===== src/inc/der_pkg.sv =====
/*
  Shared constants, register map and types for the diagnostic error
  reporting block. Assumes a 250 MHz APB clock.
*/
package der_pkg;

  localparam int CLK_MHZ = 250;
  localparam int LED_MIN_ON_S = 3;
  localparam longint LED_MIN_CYCLES_L =
    longint'(LED_MIN_ON_S) * longint'(CLK_MHZ) * 64'd1000000;
  localparam int LED_MIN_CYCLES = int'(LED_MIN_CYCLES_L);

  localparam int NUM_FAULTS = 12;
  localparam int BUF_DEPTH = 8;
  localparam int BUF_AW = 3;

  // Fault vector positions
  localparam int F_IRQ_LOST = 0;
  localparam int F_WATCHDOG = 1;
  localparam int F_UNCONFIG = 2;
  localparam int F_BAD_PARAM = 3;
  localparam int F_NO_AUX = 4;
  localparam int F_NO_FRONT = 5;
  localparam int F_WIRE_BRK = 6;
  localparam int F_OPERATING = 7;
  localparam int F_FRAME = 8;
  localparam int F_PULSE_ZERO = 9;
  localparam int F_TRAVEL = 10;
  localparam int F_SET_ACT = 11;

  // Faults that raise a diagnostic interrupt
  localparam logic [11:0] DIAG_MASK = 12'hFF8 | 12'h008;
  // Faults that clear synchronisation
  localparam logic [11:0] SYNC_MASK = 12'hE60 | 12'h010;

  // APB register byte offsets
  localparam logic [7:0] A_CTRL = 8'h00;
  localparam logic [7:0] A_STATUS = 8'h04;
  localparam logic [7:0] A_FAULTS = 8'h08;
  localparam logic [7:0] A_INFO = 8'h0C;
  localparam logic [7:0] A_BUF_CNT = 8'h10;
  localparam logic [7:0] A_BUF_DATA = 8'h14;
  localparam logic [7:0] A_FLAGS = 8'h18;

  // CTRL bits
  localparam int C_DIAG_EN = 0;
  localparam int C_SYSBLK_PARAM = 1;
  localparam int C_BUF_POP = 2;
  localparam int C_FLAG_CLR = 3;

  localparam logic [7:0] MOD_ADDR_DEF = 8'h10;  // Arbitrary default

  typedef struct packed {
    logic [7:0] err_class;
    logic [7:0] err_number;
  } der_entry_t;

  typedef struct packed {
    logic valid;
    logic entering;
    logic module_defect;
    logic [7:0] module_addr;
  } der_irq_t;

endpackage : der_pkg


===== src/logic/der_core.sv =====
/*
  Diagnostic error reporting: fault aggregation, group fault indicator,
  diagnostic buffer, entering/leaving interrupt events and error reactions.
  Assumes fault inputs and host run state come from pins (synchronised
  here) and job error strobes from logic on pclk.
*/
// The placing of the registers and the APB register port were chosen for this implementation.
`timescale 1ns/1ps
`default_nettype none
module der_core
  import der_pkg::*;
#(
  parameter int LED_CYCLES = LED_MIN_CYCLES,
  parameter int DEPTH = BUF_DEPTH
) (
  input wire logic pclk,
  input wire logic presetn,
  input wire logic psel,
  input wire logic penable,
  input wire logic pwrite,
  input wire logic [31:0] paddr,
  input wire logic [31:0] pwdata,
  output logic [31:0] prdata,
  output logic pready,
  output logic pslverr,
  input wire logic [NUM_FAULTS-1:0] fault_in,
  input wire logic host_run,
  input wire logic sw_limit_passed,
  input wire logic sim_mode,
  input wire logic [7:0] control_in,
  input wire logic dir_change_req,
  input wire logic [7:0] func_sw_in,
  input wire logic write_job_data_err,
  input wire logic host_comm_err,
  input wire logic irq_ack,
  output logic group_fault_indicator,
  output logic cam_run,
  output logic sync_clear,
  output logic [7:0] control_out,
  output logic dir_change_out,
  output logic [7:0] func_sw_out,
  output der_irq_t irq
);

  // Pointer widths come from the package, so depth is fixed
  if (DEPTH != BUF_DEPTH || LED_CYCLES < 1) begin : g_bad_param
    $error("der_core: unsupported parameters");
  end

  typedef struct packed {
    logic [NUM_FAULTS-1:0] s1, s2, prev;
    logic run1, run2, run_prev;
    logic [31:0] led_cnt;
    logic led;
    logic diag_en, sysblk_param;
    logic [7:0] mod_addr;
    logic cam_run, sync_clr;
    logic [7:0] ctl_out;
    logic dir_out;
    logic [7:0] fsw_out;
    logic data_err, job_err;
    logic reported;           // Host has seen an entering event
    der_irq_t irq;
    logic [BUF_AW-1:0] wp, rp;
    logic [BUF_AW:0] cnt;
    logic [31:0] rdata;
  } der_state_t;

  der_state_t r, next_r;
  der_entry_t buffer [DEPTH];
  logic buf_push;
  der_entry_t buf_entry;

  function automatic logic [3:0] first_set(input logic [NUM_FAULTS-1:0] v);
    logic [3:0] idx;
    idx = 4'h0;
    for (int i = NUM_FAULTS - 1; i >= 0; i--) begin
      if (v[i]) idx = 4'(i);
    end
    return idx;
  endfunction : first_set

  logic [NUM_FAULTS-1:0] eff, diag_f, new_f;
  logic any_diag, fresh, gone_some, run_rise, wr, rd, acc;

  always_comb begin
    eff = r.s2;
    // Bad parameters count only when loaded from system data block
    eff[F_BAD_PARAM] = r.s2[F_BAD_PARAM] & r.sysblk_param;
    diag_f = eff & DIAG_MASK;
    new_f = diag_f & ~r.prev;
    any_diag = |diag_f;
    fresh = |new_f;
    gone_some = |(r.prev & ~diag_f);
    run_rise = r.run2 & ~r.run_prev;
    acc = psel & penable;
    wr = acc & pwrite;
    rd = acc & ~pwrite;
  end

  assign pready = 1'b1;
  assign pslverr = 1'b0;

  always_comb begin
    next_r = r;
    buf_push = 1'b0;
    buf_entry = '0;
    next_r.s1 = fault_in;
    next_r.s2 = r.s1;
    next_r.run1 = host_run;
    next_r.run2 = r.run1;
    next_r.run_prev = r.run2;
    next_r.prev = diag_f;
    next_r.irq.valid = 1'b0;

    // Retriggered on each new fault, held while anything pends
    if (|(eff & ~r.prev)) begin
      next_r.led_cnt = 32'(LED_CYCLES);
    end else if (r.led_cnt != 32'h0) begin
      next_r.led_cnt = r.led_cnt - 32'h1;
    end
    next_r.led = (|eff) | (next_r.led_cnt != 32'h0);

    if (fresh) begin
      buf_push = 1'b1;
      buf_entry.err_class = any_diag ? 8'h01 : 8'h00;
      buf_entry.err_number = 8'(first_set(new_f)) + 8'h01;
      next_r.cam_run = 1'b0;
    end
    if (!any_diag) next_r.cam_run = 1'b1;
    next_r.sync_clr = |(eff & SYNC_MASK);

    // Control held, direction change blocked unless limit passed in sim mode, while a diagnostic error pends; function switches pass
    next_r.ctl_out = any_diag ? r.ctl_out : control_in;
    next_r.dir_out = (!any_diag || (sw_limit_passed && sim_mode))
                     ? dir_change_req : 1'b0;
    next_r.fsw_out = func_sw_in;

    // Events only when enabled and the host runs
    if (r.diag_en && r.run2) begin
      if (any_diag && (fresh || gone_some || run_rise || !r.reported)) begin
        next_r.irq.valid = 1'b1;
        next_r.irq.entering = 1'b1;
        next_r.reported = 1'b1;
      end else if (!any_diag && r.reported && !run_rise) begin
        next_r.irq.valid = 1'b1;
        next_r.irq.entering = 1'b0;
        next_r.reported = 1'b0;
      end
      next_r.irq.module_defect = any_diag;
      next_r.irq.module_addr = r.mod_addr;
    end
    if (run_rise && !any_diag) next_r.reported = 1'b0;
    if (irq_ack) next_r.irq.valid = 1'b0;

    // Sticky job flags; set beats clear
    if (wr && paddr[7:0] == A_CTRL && pwdata[C_FLAG_CLR]) begin
      next_r.data_err = 1'b0;
      next_r.job_err = 1'b0;
    end
    if (write_job_data_err) next_r.data_err = 1'b1;
    if (host_comm_err) next_r.job_err = 1'b1;

    if (wr) begin
      unique case (paddr[7:0])
        A_CTRL: begin
          next_r.diag_en = pwdata[C_DIAG_EN];
          next_r.sysblk_param = pwdata[C_SYSBLK_PARAM];
        end
        A_INFO: next_r.mod_addr = pwdata[7:0];
        default: ;
      endcase
    end

    // Buffer: push from faults, pop by software
    if (buf_push) begin
      next_r.wp = r.wp + BUF_AW'(1);
      if (r.cnt == (BUF_AW+1)'(DEPTH)) next_r.rp = r.rp + BUF_AW'(1);
      else next_r.cnt = r.cnt + (BUF_AW+1)'(1);
    end else if (wr && paddr[7:0] == A_CTRL && pwdata[C_BUF_POP]
                 && r.cnt != '0) begin
      next_r.rp = r.rp + BUF_AW'(1);
      next_r.cnt = r.cnt - (BUF_AW+1)'(1);
    end

    next_r.rdata = 32'h0;
    if (psel && !penable && !pwrite) begin
      unique case (paddr[7:0])
        A_CTRL: next_r.rdata = 32'({r.sysblk_param, r.diag_en});
        A_STATUS: next_r.rdata = 32'({r.reported, r.sync_clr, r.cam_run,
                                      r.led});
        A_FAULTS: next_r.rdata = 32'(eff);
        A_INFO: next_r.rdata = 32'(r.mod_addr);
        A_BUF_CNT: next_r.rdata = 32'(r.cnt);
        A_BUF_DATA: next_r.rdata = 32'(buffer[r.rp]);
        A_FLAGS: next_r.rdata = 32'({r.job_err, r.data_err});
        default: next_r.rdata = 32'h0;
      endcase
    end
  end

  always_ff @(posedge pclk or negedge presetn) begin
    if (!presetn) begin
      r <= '0;
      r.run_prev <= 1'b0;
      r.mod_addr <= MOD_ADDR_DEF;
      r.cam_run <= 1'b1;
    end else begin
      r <= next_r;
    end
  end

  // Buffer storage is data only, no reset needed
  always_ff @(posedge pclk) begin
    if (buf_push) buffer[r.wp] <= buf_entry;
  end

  assign prdata = rd ? r.rdata : 32'h0;
  assign group_fault_indicator = r.led;
  assign cam_run = r.cam_run;
  assign sync_clear = r.sync_clr;
  assign control_out = r.ctl_out;
  assign dir_change_out = r.dir_out;
  assign func_sw_out = r.fsw_out;
  assign irq = r.irq;

endmodule : der_core
`default_nettype wire


===== config.mk =====
export PLATFORM = sky130hd
export DESIGN_NAME = der_core
export DESIGN_NICKNAME = d
export VERILOG_FILES = /design/src/inc/der_pkg.sv /design/src/logic/der_core.sv
export SDC_FILE = /design/constraint.sdc
export NUM_CORES = 1
export LEC_CHECK = 0
export BUFFER_PORTS_ARGS = -buffer_cell sky130_fd_sc_hd__clkbuf_2
export CAP_MARGIN = 5
export CORE_UTILIZATION = 51
export DETAILED_ROUTE_END_ITERATION = 8
export GPL_ROUTABILITY_DRIVEN = 0
export PLACE_DENSITY = 0.78
export REMOVE_ABC_BUFFERS = 1
export SYNTH_ARGS = -nofsm -noshare
export SYNTH_HDL_FRONTEND = slang
export SYNTH_SLANG_ARGS = --single-unit

===== constraint.sdc =====
create_clock -name pclk -period 4 [get_ports pclk]
set_input_delay 0 -clock pclk [delete_from_list [all_inputs] [get_ports pclk]]
set_output_delay 0 -clock pclk [all_outputs]
set_load 0.02 [all_outputs]

==> flow_metrics.tcl <==
set metrics [dict create \
    synth_ff_type "dfrtp_1" \
    die_w_um 129 \
    power_density_mw_per_mm2 500 \
    syn_avg_cell_area_um2 12.0 \
    yosys_warnings 0 \
    async_reset_ff_share_pct 73.6 \
    finalHoldViolCount 0 \
    post_cts_buffers 0 \
    antenna_found_initial 0 \
    ys_ff_latch 182 \
    clkLatencyLatePin_ns 0.43 \
    drv_slew 0 \
    status "completed" \
    start_util_pct 53.1 \
    tritoncts "yes" \
    netlist_area_mm2 0.00819 \
    final.setup.tns_ns 0 \
    multi_input_area_mm2 0.00300 \
    setup_viol 0 \
    rsz0062_at_grt "no" \
    hp-start "psel" \
    worstSetupEndpointType "flop" \
    clkSinkCount 182 \
    ant_nets 0 \
    stdcell_count 1038 \
    worstPathMaxFanout 5 \
    max_slew_margin_pct 32.1 \
    design_power_total_uw 4900 \
    cap_violations 0 \
    ys_seq_area_share_pct 58.6 \
    drive_above_1_share_pct 23.3 \
    dp_cells 958 \
    vdd_drop_max_mv 0.454 \
    crit_type "flop to flop" \
    fp-row-count 45 \
    place_ws_ns 0.800 \
    r2r-start "r[86]" \
    cts.hold.buffers_added 48 \
    grt_pass1_wl_um 30100 \
    fin_ws_ns 0.590 \
    regArea_mm2 0.00480 \
    period_share_pct 85.3 \
    globalRouteOverflowTotal 0 \
    drt_iter0_markers 718 \
    ys_types 62 \
    synth_area_leaders "dfrtp_1 40%, edfxtp_1 18%, buf_4 4.5%, mux4_2 3.9%, nand2_1 3.3%" \
    fin_crit_ns 3.41 \
    cts_root_buffer "clkbuf_16" \
    core_area_mm2 0.0154 \
    tightest_slew_ns 1.02 \
    synth_common_cells "132 x dfrtp_1, 72 x nand2_1, 49 x buf_4" \
    p_leak_uw 0.00417 \
    die_h_um 129 \
    synth_most_common_cell "dfrtp_1" \
    gr-usage-all-layers_pct 24.2 \
    io_pins 169 \
    cp.required_ns 4.27 \
    final_core_util_pct 63.6 \
    syn_inst 681 \
    numPortBuffers 98 \
    postRouteWirelength_um 18900 \
    worstSetupStartpointType "flop" \
    critical_path.startpoint "r[86]" \
    yosysTopAreaCell "dfrtp_1" \
    hp-class "primary input to flop" \
    finalClockSkew_ns 0.00837 \
    firstDrtPassIters 5 \
    die_area_mm2 0.0166 \
    synthToLayoutAreaGrowth_pct 19.7 \
    cts_resized 0 \
    viasPerCell 5.73 \
    htree_levels 4 \
    num_vias 5946 \
    cts_buffers 17 \
    fillers 1132 \
    timing.fmax_mhz 293 \
    dp_hpwl_um 12300 \
    finish.net_count 926 \
    diodes 0 \
    cts_max_path_buffers 2 \
    cp.arrival_ns 3.68 \
    cts.clk_slew.worst_paths_ns 0.07 \
    grt_pass1_vias 5980 \
    synth-edff-count 48 \
    drcViolationCount 0 \
    detail_route.wl_per_cell_um 18.2 \
    yosys.area.top_type_share_pct 40.3 \
    grt_start_max_net_pins 98 \
]
[flip-flops by register name, summed over array words and instances (netlist names), 3 cells and up]
| name | cells |
|---|---|
| next_r | 14 |
| eff | 3 |
| diag_f | 8 |
| r | 78 |
| func_sw_out | 8 |
| irq | 11 |
| control_out | 8 |
| buffer | 48 |
[layout by cell type (no fill, tap or decap), types with 9 or more instances in the layout]
master         synthesis  routed
a21oi_1               14      14
and2_1                21      21
buf_4                 49      12
clkbuf_16              0      18
clkbuf_2               0      97
conb_1                 2      30
dfrtp_1              132     132
dlygate4sd3_1          0      48
edfxtp_1              48      48
inv_1                 15      15
mux2_2                21      21
mux2i_1                9       9
mux4_2                14      14
nand2_1               72      72
nand2b_1               9       9
nand3_1                9       9
nand4_1                9       9
nor2_1                45      45
nor3_1                16      16
nor4_1                23      21
o21ai_0               13      13
or3_1                 12      12
xnor2_1               23      23
[critical path, stage by stage (launching register included)]
cell	delay, ns
dfrtp_1	0.43
inv_1	0.16
ha_1	0.28
or4b_2	0.70
nor3_1	0.44
o211ai_1	0.24
xor2_1	0.25
nor2_1	0.10
a2111oi_0	0.47
nand4_1	0.18
[per-layer routing]
| metal | GRT usage, % | share of wire (%) |
|---|---|---|
| met3 | 5.57 | 7.3 |
| met1 | 30.0 | 40 |
| met4 | 8.17 | 2.1 |
| met5 | 0 | 0 |
| met2 | 41.8 | 50 |
[power by group]
group	switching [uW]	internal (uW)
Clock	731	1040
Sequential	213	2150
Combinational	385	389
Total	1330	3580
[stage by stage]
stage	hold WS, ns	area (um2)
after floorplan	-0.296	7840
after global placement	0.108	8700
after detailed placement	0.110	8700
after CTS	0.0130	9800
after global routing	0.0148	9800
final	0.0249	9800
[logic make-up (layout without fill, tap and decap cells)]
family                     after synthesis  after routing  share of synthesized area, %
and+or+nand+nor                        256            256                          16.7
DFF                                    182            182                          58.6
buffers and inverters                   87            205                          6.28
AOI/OAI and AO/OA                       71             71                          5.84
muxes                                   44             44                          7.84
xor gates and xnor gates                31             31                          3.32
adders and majority gates                8              8                          1.31
other                                    2             30                        0.0917
[cell type report]
| class | instances | share of cell area, % |
|---|---|---|
| flip-flops and latches | 182 | 48.9 |
| multi-input cells | 440 | 30.6 |
| repair buffers | 158 | 10.9 |
| clock buffers | 20 | 4.71 |
| well taps | 211 | 2.69 |
| clock inverters | 12 | 1.66 |
| inverters | 15 | 0.574 |
[final timing paths]
kind	to	slack, ns	depth (start not counted)
min	r[8]	0.02	3
max	group_fault_indicator	0.59	9
min in group asynchronous	irq[3]	0.20	2
max reg2reg	group_fault_indicator	0.59	9
max in group asynchronous	eff[2]	2.80	3
min reg2reg	eff[1]	0.35	0
Power figures use the tool's default switching activity.
